## src/design/dfs_cfg.svh

```systemverilog
// Constants of the dual flash command sequencer
//
// Overview of operation
// - Code 0x01 verifies all blocks erased; 0x02 verifies one selected block.
// - Code 0x08 erases all blocks only if all four open bits are set.
// - Code 0x09 erases one block; data block needs its open bit set.
// - Code 0x0B erases all blocks then verifies them to release security.
// - Code 0x0D sets the user margin read level of the selected block.
// - Code 0x0E sets the field margin level, accepted only in special mode.
// - Code 0x10 verifies a counted run of data flash words is erased.
// - Code 0x11 programs one to four data flash words in one command.
// - Code 0x12 erases every byte of one data flash sector.
// - Program reads run while data flash margin reads, programs or sector erases.
// - Other overlaps are limited to the pairs of the overlap table.
// - A read after a non-normal margin level counts as a margin read.
// - Erase-all and erase-block both count as mass erase for overlaps.
// - Program or erase before divider setup raises access error, not run.
// - An invalid command code raises access error and is not run.
// - A read of a block busy with a command returns invalid data.
// - Such a read sets both fault flags when neither was already set.
// - Erase-verify-all checks the whole space, completion flag sets at end.
// - Erase-verify-all raises access error when the index is not 000.
// - Verify reads set margin status bits; never the violation flag.
// - Writing 1 to the completion flag launches; it stays low until done.
// - Parameter writes are ignored while the completion flag is low.
// - The parameter index selects the parameter word that is accessed.
`ifndef DFS_CFG_SVH
`define DFS_CFG_SVH
// Register byte offsets
`define DFS_OFF_DIV     8'h00
`define DFS_OFF_IDX     8'h04
`define DFS_OFF_STAT    8'h08
`define DFS_OFF_PROT    8'h0c
`define DFS_OFF_PARAM   8'h10
`define DFS_OFF_FAULT   8'h14
`define DFS_OFF_MARGIN  8'h18
// Status bit positions
`define DFS_ST_COMMAND_COMPLETE_FLAG     7
`define DFS_ST_ACCESS_ERROR_FLAG   5
`define DFS_ST_PROTECTION_VIOLATION_FLAG   4
`define DFS_ST_MG1      1
`define DFS_ST_MG0      0
// Protection bit positions
`define DFS_PR_PLO      0
`define DFS_PR_PHI      1
`define DFS_PR_POPEN    2
`define DFS_PR_DOPEN    3
// Divider fields
`define DFS_DIV_LOADED  7
// Parameter words and block select
`define DFS_NWORDS      6
`define DFS_DF_BLK      2'h0
`define DFS_IDX_PGMD_LO 3'h2
`define DFS_IDX_PGMD_HI 3'h5
// Command codes
`define DFS_CMD_EVALL   8'h01
`define DFS_CMD_EVBLK   8'h02
`define DFS_CMD_EVPSEC  8'h03
`define DFS_CMD_RDONCE  8'h04
`define DFS_CMD_PGMP    8'h06
`define DFS_CMD_PGMONCE 8'h07
`define DFS_CMD_ERALL   8'h08
`define DFS_CMD_ERBLK   8'h09
`define DFS_CMD_ERPSEC  8'h0a
`define DFS_CMD_UNSEC   8'h0b
`define DFS_CMD_BKDOOR  8'h0c
`define DFS_CMD_UMARG   8'h0d
`define DFS_CMD_FMARG   8'h0e
`define DFS_CMD_EVDSEC  8'h10
`define DFS_CMD_PGMD    8'h11
`define DFS_CMD_ERDSEC  8'h12
`endif

```

## src/design/dfs_pkg.sv

```systemverilog
// Types of the dual flash command sequencer
package dfs_pkg;
	typedef enum logic [2:0] {
		OP_NONE, OP_READ, OP_MARGIN, OP_PROG, OP_SECT, OP_MASS
	} dfs_op_type;
	typedef enum logic {ST_IDLE, ST_BUSY} dfs_state_type;
	// Command handed to the array engine
	typedef struct packed {
		logic [7:0]  code;
		dfs_op_type  pf_op;
		dfs_op_type  df_op;
		logic [95:0] words;
	} dfs_eng_req_type;
endpackage

```

## src/design/dfs_sequencer.sv

```systemverilog
// Command dispatch, checks and overlap control for two flash arrays
//
// The APB interface to the registers and the address map are this design's own decisions.
`timescale 1ns/1ns
`include "dfs_cfg.svh"
module dfs_sequencer (
	// Clock and reset
	input  wire logic                      ref_clk_in,
	input  wire logic                      rst_in,
	// APB slave
	input  wire logic [7:0]                paddr_in,
	input  wire logic                      psel_in,
	input  wire logic                      penable_in,
	input  wire logic                      pwrite_in,
	input  wire logic [31:0]               pwdata_in,
	output logic [31:0]                    prdata_out,
	output logic                           pready_out,
	output logic                           pslverr_out,
	// Operating mode pin
	input  wire logic                      special_mode_in,
	// Array engine
	output logic                           eng_start_out,
	output dfs_pkg::dfs_eng_req_type       eng_req_out,
	input  wire logic                      eng_done_in,
	input  wire logic                      eng_err_any_in,
	input  wire logic                      eng_err_unc_in,
	// Array reads from the system
	input  wire logic                      pf_rd_in,
	input  wire logic                      df_rd_in,
	output logic                           rd_invalid_out,
	output logic                           pf_rd_stall_out,
	output logic                           df_rd_stall_out
);

	// ********************
	// Functions
	// ********************
	function automatic logic code_valid(input logic [7:0] c,
		input logic spec);
		case (c)
			`DFS_CMD_ERALL, `DFS_CMD_UNSEC,
			`DFS_CMD_FMARG: code_valid = spec;
			`DFS_CMD_BKDOOR: code_valid = !spec;
			`DFS_CMD_EVALL, `DFS_CMD_EVBLK, `DFS_CMD_EVPSEC,
			`DFS_CMD_RDONCE, `DFS_CMD_PGMP, `DFS_CMD_PGMONCE,
			`DFS_CMD_ERBLK, `DFS_CMD_ERPSEC, `DFS_CMD_UMARG,
			`DFS_CMD_EVDSEC, `DFS_CMD_PGMD,
			`DFS_CMD_ERDSEC: code_valid = 1'b1;
			default: code_valid = 1'b0;
		endcase
	endfunction

	function automatic logic prog_erase(input logic [7:0] c);
		case (c)
			`DFS_CMD_PGMP, `DFS_CMD_PGMONCE, `DFS_CMD_ERALL,
			`DFS_CMD_ERBLK, `DFS_CMD_ERPSEC, `DFS_CMD_UNSEC,
			`DFS_CMD_PGMD, `DFS_CMD_ERDSEC: prog_erase = 1'b1;
			default: prog_erase = 1'b0;
		endcase
	endfunction

	// Class of work a command puts on one array
	function automatic dfs_pkg::dfs_op_type op_class(
		input logic [7:0] c, input logic dsel, input logic is_df);
		op_class = dfs_pkg::OP_NONE;
		case (c)
			`DFS_CMD_EVALL: op_class = dfs_pkg::OP_READ;
			`DFS_CMD_EVBLK:
				if (dsel == is_df)
					op_class = dfs_pkg::OP_READ;
			`DFS_CMD_ERALL, `DFS_CMD_UNSEC:
				op_class = dfs_pkg::OP_MASS;
			`DFS_CMD_ERBLK:
				if (dsel == is_df)
					op_class = dfs_pkg::OP_MASS;
			`DFS_CMD_EVPSEC, `DFS_CMD_RDONCE:
				if (!is_df)
					op_class = dfs_pkg::OP_READ;
			`DFS_CMD_PGMP, `DFS_CMD_PGMONCE:
				if (!is_df)
					op_class = dfs_pkg::OP_PROG;
			`DFS_CMD_ERPSEC:
				if (!is_df)
					op_class = dfs_pkg::OP_SECT;
			`DFS_CMD_EVDSEC:
				if (is_df)
					op_class = dfs_pkg::OP_READ;
			`DFS_CMD_PGMD:
				if (is_df)
					op_class = dfs_pkg::OP_PROG;
			`DFS_CMD_ERDSEC:
				if (is_df)
					op_class = dfs_pkg::OP_SECT;
			default: op_class = dfs_pkg::OP_NONE;
		endcase
	endfunction

	// A read on an array whose margin level is not normal is a margin read
	function automatic dfs_pkg::dfs_op_type rd_class(
		input dfs_pkg::dfs_op_type op, input logic [15:0] lvl);
		if (op == dfs_pkg::OP_READ && lvl != 16'h0000)
			rd_class = dfs_pkg::OP_MARGIN;
		else
			rd_class = op;
	endfunction

	// Pairs that may run on the two arrays at once
	function automatic logic overlap_ok(input dfs_pkg::dfs_op_type p,
		input dfs_pkg::dfs_op_type d);
		if (p == dfs_pkg::OP_NONE || d == dfs_pkg::OP_NONE)
			overlap_ok = 1'b1;
		else if (p == dfs_pkg::OP_READ)
			overlap_ok = d == dfs_pkg::OP_MARGIN ||
				d == dfs_pkg::OP_PROG || d == dfs_pkg::OP_SECT;
		else
			overlap_ok = (p == d) && p != dfs_pkg::OP_PROG;
	endfunction

	// ********************
	// Mode pin synchroniser
	// ********************
	logic sm1_q, sm2_q, sm3_q, special_q;
	always_ff @(posedge ref_clk_in or posedge rst_in) begin
		if (rst_in) begin
			sm1_q <= 1'b0;
			sm2_q <= 1'b0;
			sm3_q <= 1'b0;
			special_q <= 1'b0;
		end else begin
			sm1_q <= special_mode_in;
			sm2_q <= sm1_q;
			sm3_q <= sm2_q;
			if (sm2_q == sm3_q)
				special_q <= sm3_q;
		end
	end

	// ********************
	// Bus decode
	// ********************
	logic                    wr, command_complete_flag, launch, acc_err, prot_err;
	logic                    dsel, immed, inv, pf_inv, df_inv;
	logic [7:0]              code;
	logic [6:0]              div_q;
	logic                    div_ld_q, access_error_flag_q, protection_violation_flag_q;
	logic                    mg1_q, mg0_q, sfd_q, dfd_q;
	logic [2:0]              idx_q;
	logic [3:0]              prot_q;
	logic [15:0]             pf_mlvl_q, df_mlvl_q;
	logic [15:0]             param_q [`DFS_NWORDS];
	logic [95:0]             words;
	dfs_pkg::dfs_state_type  state_q;
	dfs_pkg::dfs_eng_req_type cur_q;
	dfs_pkg::dfs_op_type     pf_busy, df_busy, pf_rc, df_rc;

	assign wr = psel_in && penable_in && pwrite_in;
	assign command_complete_flag = state_q == dfs_pkg::ST_IDLE;
	assign code = param_q[0][15:8];
	assign dsel = param_q[0][1:0] == `DFS_DF_BLK;
	assign immed = code == `DFS_CMD_UMARG || code == `DFS_CMD_FMARG;
	assign launch = wr && paddr_in == `DFS_OFF_STAT && command_complete_flag &&
		pwdata_in[`DFS_ST_COMMAND_COMPLETE_FLAG];

	always_comb begin
		for (int i = 0; i < `DFS_NWORDS; i++)
			words[i*16 +: 16] = param_q[i];
	end

	// ********************
	// Launch checks
	// ********************
	always_comb begin
		acc_err = !code_valid(code, special_q);
		if (prog_erase(code) && !div_ld_q)
			acc_err = 1'b1;
		if (code == `DFS_CMD_EVALL && idx_q != 3'h0)
			acc_err = 1'b1;
		if (code == `DFS_CMD_PGMD && (idx_q < `DFS_IDX_PGMD_LO ||
			idx_q > `DFS_IDX_PGMD_HI))
			acc_err = 1'b1;
	end

	// Only erase-all and erase-block check protection; verify never does
	always_comb begin
		prot_err = 1'b0;
		if (code == `DFS_CMD_ERALL)
			prot_err = !(&prot_q);
		else if (code == `DFS_CMD_ERBLK)
			prot_err = dsel ? !prot_q[`DFS_PR_DOPEN] :
				!(prot_q[`DFS_PR_PLO] && prot_q[`DFS_PR_PHI] &&
				prot_q[`DFS_PR_POPEN]);
	end

	// ********************
	// Command state
	// ********************
	always_ff @(posedge ref_clk_in or posedge rst_in) begin
		if (rst_in) begin
			state_q <= dfs_pkg::ST_IDLE;
			eng_start_out <= 1'b0;
			cur_q <= '0;
		end else begin
			eng_start_out <= 1'b0;
			case (state_q)
				dfs_pkg::ST_IDLE:
					if (launch && !acc_err && !prot_err && !immed) begin
						state_q <= dfs_pkg::ST_BUSY;
						eng_start_out <= 1'b1;
						cur_q.code <= code;
						cur_q.pf_op <= rd_class(op_class(code, dsel, 1'b0),
							pf_mlvl_q);
						cur_q.df_op <= rd_class(op_class(code, dsel, 1'b1),
							df_mlvl_q);
						cur_q.words <= words;
					end
				dfs_pkg::ST_BUSY:
					if (eng_done_in)
						state_q <= dfs_pkg::ST_IDLE;
				default: state_q <= dfs_pkg::ST_IDLE;
			endcase
		end
	end
	assign eng_req_out = cur_q;

	// Error and margin status; a set beats a clear in the same cycle
	always_ff @(posedge ref_clk_in or posedge rst_in) begin
		if (rst_in) begin
			access_error_flag_q <= 1'b0;
			protection_violation_flag_q <= 1'b0;
			mg1_q <= 1'b0;
			mg0_q <= 1'b0;
		end else begin
			if (wr && paddr_in == `DFS_OFF_STAT) begin
				if (pwdata_in[`DFS_ST_ACCESS_ERROR_FLAG])
					access_error_flag_q <= 1'b0;
				if (pwdata_in[`DFS_ST_PROTECTION_VIOLATION_FLAG])
					protection_violation_flag_q <= 1'b0;
			end
			if (launch) begin
				mg1_q <= 1'b0;
				mg0_q <= 1'b0;
				if (acc_err)
					access_error_flag_q <= 1'b1;
				else if (prot_err)
					protection_violation_flag_q <= 1'b1;
			end
			if (state_q == dfs_pkg::ST_BUSY && eng_done_in) begin
				mg1_q <= eng_err_any_in;
				mg0_q <= eng_err_unc_in;
			end
		end
	end

	// ********************
	// Register writes
	// ********************
	always_ff @(posedge ref_clk_in or posedge rst_in) begin
		if (rst_in) begin
			div_q <= 7'h00;
			div_ld_q <= 1'b0;
			prot_q <= 4'h0;
		end else if (wr && paddr_in == `DFS_OFF_DIV) begin
			div_q <= pwdata_in[6:0];
			div_ld_q <= 1'b1;
		end else if (wr && paddr_in == `DFS_OFF_PROT) begin
			prot_q <= pwdata_in[3:0];
		end
	end

	// Parameter words are frozen while a command runs
	always_ff @(posedge ref_clk_in or posedge rst_in) begin
		if (rst_in) begin
			idx_q <= 3'h0;
			for (int i = 0; i < `DFS_NWORDS; i++)
				param_q[i] <= 16'h0000;
		end else if (wr && command_complete_flag) begin
			if (paddr_in == `DFS_OFF_IDX)
				idx_q <= pwdata_in[2:0];
			if (paddr_in == `DFS_OFF_PARAM &&
				idx_q < 3'(`DFS_NWORDS))
				param_q[idx_q] <= pwdata_in[15:0];
		end
	end

	// Margin levels apply at once, no array work is needed
	always_ff @(posedge ref_clk_in or posedge rst_in) begin
		if (rst_in) begin
			pf_mlvl_q <= 16'h0000;
			df_mlvl_q <= 16'h0000;
		end else if (launch && immed && !acc_err) begin
			if (dsel)
				df_mlvl_q <= param_q[1];
			else
				pf_mlvl_q <= param_q[1];
		end
	end

	// ********************
	// Array read control
	// ********************
	assign pf_busy = command_complete_flag ? dfs_pkg::OP_NONE : cur_q.pf_op;
	assign df_busy = command_complete_flag ? dfs_pkg::OP_NONE : cur_q.df_op;
	assign pf_rc = rd_class(dfs_pkg::OP_READ, pf_mlvl_q);
	assign df_rc = rd_class(dfs_pkg::OP_READ, df_mlvl_q);
	// Each array judges its own read; a bad read on one must not hide
	// a stall on the other
	assign pf_inv = pf_rd_in && pf_busy != dfs_pkg::OP_NONE;
	assign df_inv = df_rd_in && df_busy != dfs_pkg::OP_NONE;
	assign inv = pf_inv || df_inv;
	assign rd_invalid_out = inv;
	assign pf_rd_stall_out = pf_rd_in && !pf_inv &&
		!overlap_ok(pf_rc, df_busy);
	assign df_rd_stall_out = df_rd_in && !df_inv &&
		!overlap_ok(pf_busy, df_rc);

	always_ff @(posedge ref_clk_in or posedge rst_in) begin
		if (rst_in) begin
			sfd_q <= 1'b0;
			dfd_q <= 1'b0;
		end else if (inv && !sfd_q && !dfd_q) begin
			sfd_q <= 1'b1;
			dfd_q <= 1'b1;
		end else if (wr && paddr_in == `DFS_OFF_FAULT) begin
			if (pwdata_in[0])
				sfd_q <= 1'b0;
			if (pwdata_in[1])
				dfd_q <= 1'b0;
		end
	end

	// ********************
	// Read data
	// ********************
	// Captured in the setup cycle so the answer comes with no wait
	always_ff @(posedge ref_clk_in or posedge rst_in) begin
		if (rst_in) begin
			prdata_out <= 32'h0000_0000;
		end else if (psel_in && !penable_in) begin
			case (paddr_in)
				`DFS_OFF_DIV:
					prdata_out <= {24'h0, div_ld_q, div_q};
				`DFS_OFF_IDX: prdata_out <= {29'h0, idx_q};
				`DFS_OFF_STAT:
					prdata_out <= {24'h0, command_complete_flag, 1'b0, access_error_flag_q,
						protection_violation_flag_q, 2'h0, mg1_q, mg0_q};
				`DFS_OFF_PROT: prdata_out <= {28'h0, prot_q};
				`DFS_OFF_PARAM:
					prdata_out <= idx_q < 3'(`DFS_NWORDS) ?
						{16'h0, param_q[idx_q]} : 32'h0;
				`DFS_OFF_FAULT:
					prdata_out <= {30'h0, dfd_q, sfd_q};
				`DFS_OFF_MARGIN:
					prdata_out <= {df_mlvl_q, pf_mlvl_q};
				default: prdata_out <= 32'h0000_0000;
			endcase
		end
	end

	assign pready_out = 1'b1;
	always_comb begin
		case (paddr_in)
			`DFS_OFF_DIV, `DFS_OFF_IDX, `DFS_OFF_STAT,
			`DFS_OFF_PROT, `DFS_OFF_PARAM, `DFS_OFF_FAULT,
			`DFS_OFF_MARGIN: pslverr_out = 1'b0;
			default: pslverr_out = psel_in && penable_in;
		endcase
	end
endmodule

```

## config.mk

```make
export PLATFORM = sky130hd
export DESIGN_NAME = dfs_sequencer
export DESIGN_NICKNAME = d
export VERILOG_FILES = /design/src/design/dfs_pkg.sv /design/src/design/dfs_sequencer.sv
export VERILOG_INCLUDE_DIRS = /design/src /design/src/design
export SDC_FILE = /design/constraint.sdc
export NUM_CORES = 1
export LEC_CHECK = 0
export ABC_AREA = 1
export BUFFER_PORTS_ARGS = -buffer_cell sky130_fd_sc_hd__buf_2
export CAP_MARGIN = 20
export CORE_UTILIZATION = 57
export DETAILED_ROUTE_END_ITERATION = 8
export PLACE_DENSITY_LB_ADDON = 0.12
export SKIP_CTS_REPAIR_TIMING = 1
export SYNTH_ARGS = -nofsm -noshare
export SYNTH_HDL_FRONTEND = slang
export SYNTH_SLANG_ARGS = --single-unit
```

## constraint.sdc

```tcl
create_clock -name ref_clk_in -period 11.9 [get_ports ref_clk_in]
set_input_delay 2.38 -clock ref_clk_in [delete_from_list [all_inputs] [get_ports ref_clk_in]]
set_output_delay 2.38 -clock ref_clk_in [all_outputs]
set_load 0.01 [all_outputs]
```

==> flow_summary_export.csv <==
group,metric,value,unit
timing,setup_viol,0,
yosys,yosysUniqueCellTypes,38,
grt,grt_use_total,0.323,
setup_path,r2r-end,"eng_req_out[103]",
timing,fin_crit,6840,ps
timing,max_freq,146,MHz
timing,fin_crit_sh,0.574,
setup_path,max_stage_delay,580,ps
setup_path,cp-endpoint,"pslverr_out",
clock_tree,clock-sinks,289,
power,max-vdd-ir-drop,0.103,mV
timing,skew,13.4,ps
timing,rsz0062_at_grt,"false",
final_layout,post_route_cells_drive_above_1_share,0.156,
timing,finalHoldViolCount,0,
grt,antenna_found_initial,0,
clock_tree,clockBufferDepth,3,
setup_path,cp_max_fo,17,
clock_tree,insertion_delay,560,ps
timing,slew_violations,0,
yosys,synth-seq-cells,289,
grt,grt_pass1_vias,10048,
final_layout,antenna_cells,0,
floorplan,die_area,23000,um^2
power,pwr_density_cell,141,nW/um^2
yosys,synth_cells,1534,
setup_path,cp-end-kind,"output port",
timing,fin_setup_tns,0,ps
setup_path,crit_required,9520,ps
floorplan,ios,199,
yosys,syn_area_per_cell,8.32,um^2
drt,routedWlPerCell,18.3,um
drt,dr.pass1.iters,6,
drt,wl,36200,um
final_layout,fill_cells,1800,
setup_path,worstRegToRegCells,8,
placement,place_congestion,0.945,
final_layout,multi_input_area,4700,um^2
clock_tree,cts_tree,"built",
floorplan,die_h,152,um
floorplan,design.core.area,21900,um^2
clock_tree,root_buffer,"clkbuf_16",
placement,dp.cells,1915,
final_layout,final_area,14900,um^2
setup_path,cpMaxStageDelayCell,"clkinv_1",
setup_path,crit_arrival,4460,ps
power,total_leakage_power,7.77,nW
yosys,seq_area_frac_synth,0.567,
timing,relSlewSlack,0.319,
setup_path,rrSetupSlack,7860,ps
yosys,yosysWarnings,0,
timing,tightest_slew,1020,ps
final_layout,area_delta_synth_final,16.5,%
drt,drt-initial-drc-count,1078,
clock_tree,cts_max_level,1,
final_layout,num-nets-final,1731,
drt,post-route-drc-count,0,
drt,viasPerCell,5.63,
placement,port_buffers,181,
drt,via_count,11125,
placement,dp_hpwl,24800,um
worst_hold_path,hp-start,"sm1_q",
worst_hold_path,hold_class,"flop to flop",
setup_path,cp_cell_sequence,"buf_2 -> inv_1 -> nand2_1 -> nor3_1 -> nand2_1 -> clkinv_1 -> nor3_1 -> and3_1 -> buf_2",
placement,place_area,13700,um^2
clock_tree,cts_buffers,30,
floorplan,fp-row-count,54,
clock_tree,clkTransAtPathRegs,60,ps
setup_path,startpoint,"paddr_in[0]",
yosys,synth.cell_area,12800,um^2
grt,grt_pass1_wl,56100,um
setup_path,critical_path_class,"input port to output port",
setup_path,startpoint_type,"input port",
yosys,syn-num-nets,1593,
final_layout,seqCellArea,7230,um^2
run_status,status,"complete, no violations",
grt,grt_overflow,0,
floorplan,chipWidth,152,um
drt,postRouteAntennaNets,0,
floorplan,start_util,0.583,
setup_path,r2r_start,"idx_q[1]",
final_layout,fin_cells,1976,
flow_run,maxCapViolations,0,
grt,grt_start_max_net_pins,137,
power,total_power,2.09,mW
[area by class of cell]
class,instances,share of cell area
flip-flops and latches,289,0.486
multi-input cells,1048,0.316
repair buffers,194,0.0720
clock buffers,41,0.0587
inverters,109,0.0280
well taps,280,0.0236
clock inverters,15,0.0148
[metrics by stage]
| stage | setup slack [ps] | hold slack, ps | utilization |
|---|---|---|---|
| CTS | 5080 | 361 | 0.674 |
| finish | 5060 | 359 | 0.679 |
| floorplan | 1540 | 331 | - |
| global placement | 5160 | 346 | 0.624 |
| global route | 4800 | 365 | 0.679 |
| detailed placement | 5100 | 348 | 0.624 |
[per-layer routing]
| metal | GRT usage | wire [um] |
|---|---|---|
| met1 | 0.485 | 15600 |
| met4 | 0.108 | 1210 |
| met3 | 0.0458 | 3200 |
| met5 | 0 | 0 |
| met2 | 0.480 | 16200 |
[cells in the final DEF (no fill, tap or decap), drive strengths merged, types with 2 or more instances in the layout]
master    count
nand2       561
dfrtp       289
o21ai       223
buf         194
inv         108
nor2         87
nand4        55
clkbuf       41
nand3        39
a21oi        25
o31ai        14
nor3          9
a31oi         9
clkinv        9
ha            8
o211ai        5
bufinv        5
o2111ai       3
clkinvlp      2
or2           2
[worst min path at each step]
stage	end	slack (ps)	cells past startpoint
after floorplan	sm2_q	330	0
after global placement	sm2_q	350	0
after detailed placement	sm2_q	350	0
after CTS	sm2_q	360	0
after global routing	sm2_q	360	0
final	sm2_q	360	0
[cell usage after synthesis (all sizes together)]
cell type	count	area share
and2	1	0.00049
ha	8	0.0078
clkbuf	54	0.016
nor4b	1	0.00069
and3	1	0.00049
buf	34	0.017
clkinv	2	0.00059
a31oi	9	0.0044
maj3	1	0.00078
nand3	39	0.016
o31ai	14	0.0082
o211ai	5	0.0029
nand2	561	0.17
conb	1	0.00029
a21oi	25	0.0098
nor3	9	0.0035
o22ai	1	0.00049
a21boi	1	0.00059
o21ai	223	0.087
o211a	1	0.00078
dfrtp	289	0.57
nand4	55	0.029
o2111ai	3	0.0021
or2	2	0.00098
nor2	87	0.027
inv	107	0.031
[registers in the layout (all words and copies together), names as in the netlist, 3 cells and up]
| name | cells |
|---|---|
| prot_q | 4 |
| prdata_out | 32 |
| df_mlvl_q | 16 |
| code | 8 |
| pf_mlvl_q | 16 |
| div_q | 7 |
| eng_req_out | 102 |
| param_q | 88 |
| idx_q | 3 |
[kinds of logic (layout without fill, tap and decap cells)]
group           Yosys count  after routing  share of synthesized area
flops                   289            289                      0.567
other cells               1              1                   0.000294
buf+inv                 197            359                     0.0649
simple gates            756            756                      0.243
compound gates          282            282                      0.117
fa+ha+maj                 9              9                    0.00863
[power by group]
group | total [mW] | internal, mW | switching, mW
Combinational | 0.0747 | 0.0177 | 0.0570
Clock | 1.02 | 0.622 | 0.397
Sequential | 0.995 | 0.990 | 0.00558
[critical path, delay by kind of cell]
kind,cells,cell delay [ps]
AND/OR/NAND/NOR,5,1260
buffers and inverters,4,810
Power figures use the tool's default switching activity.
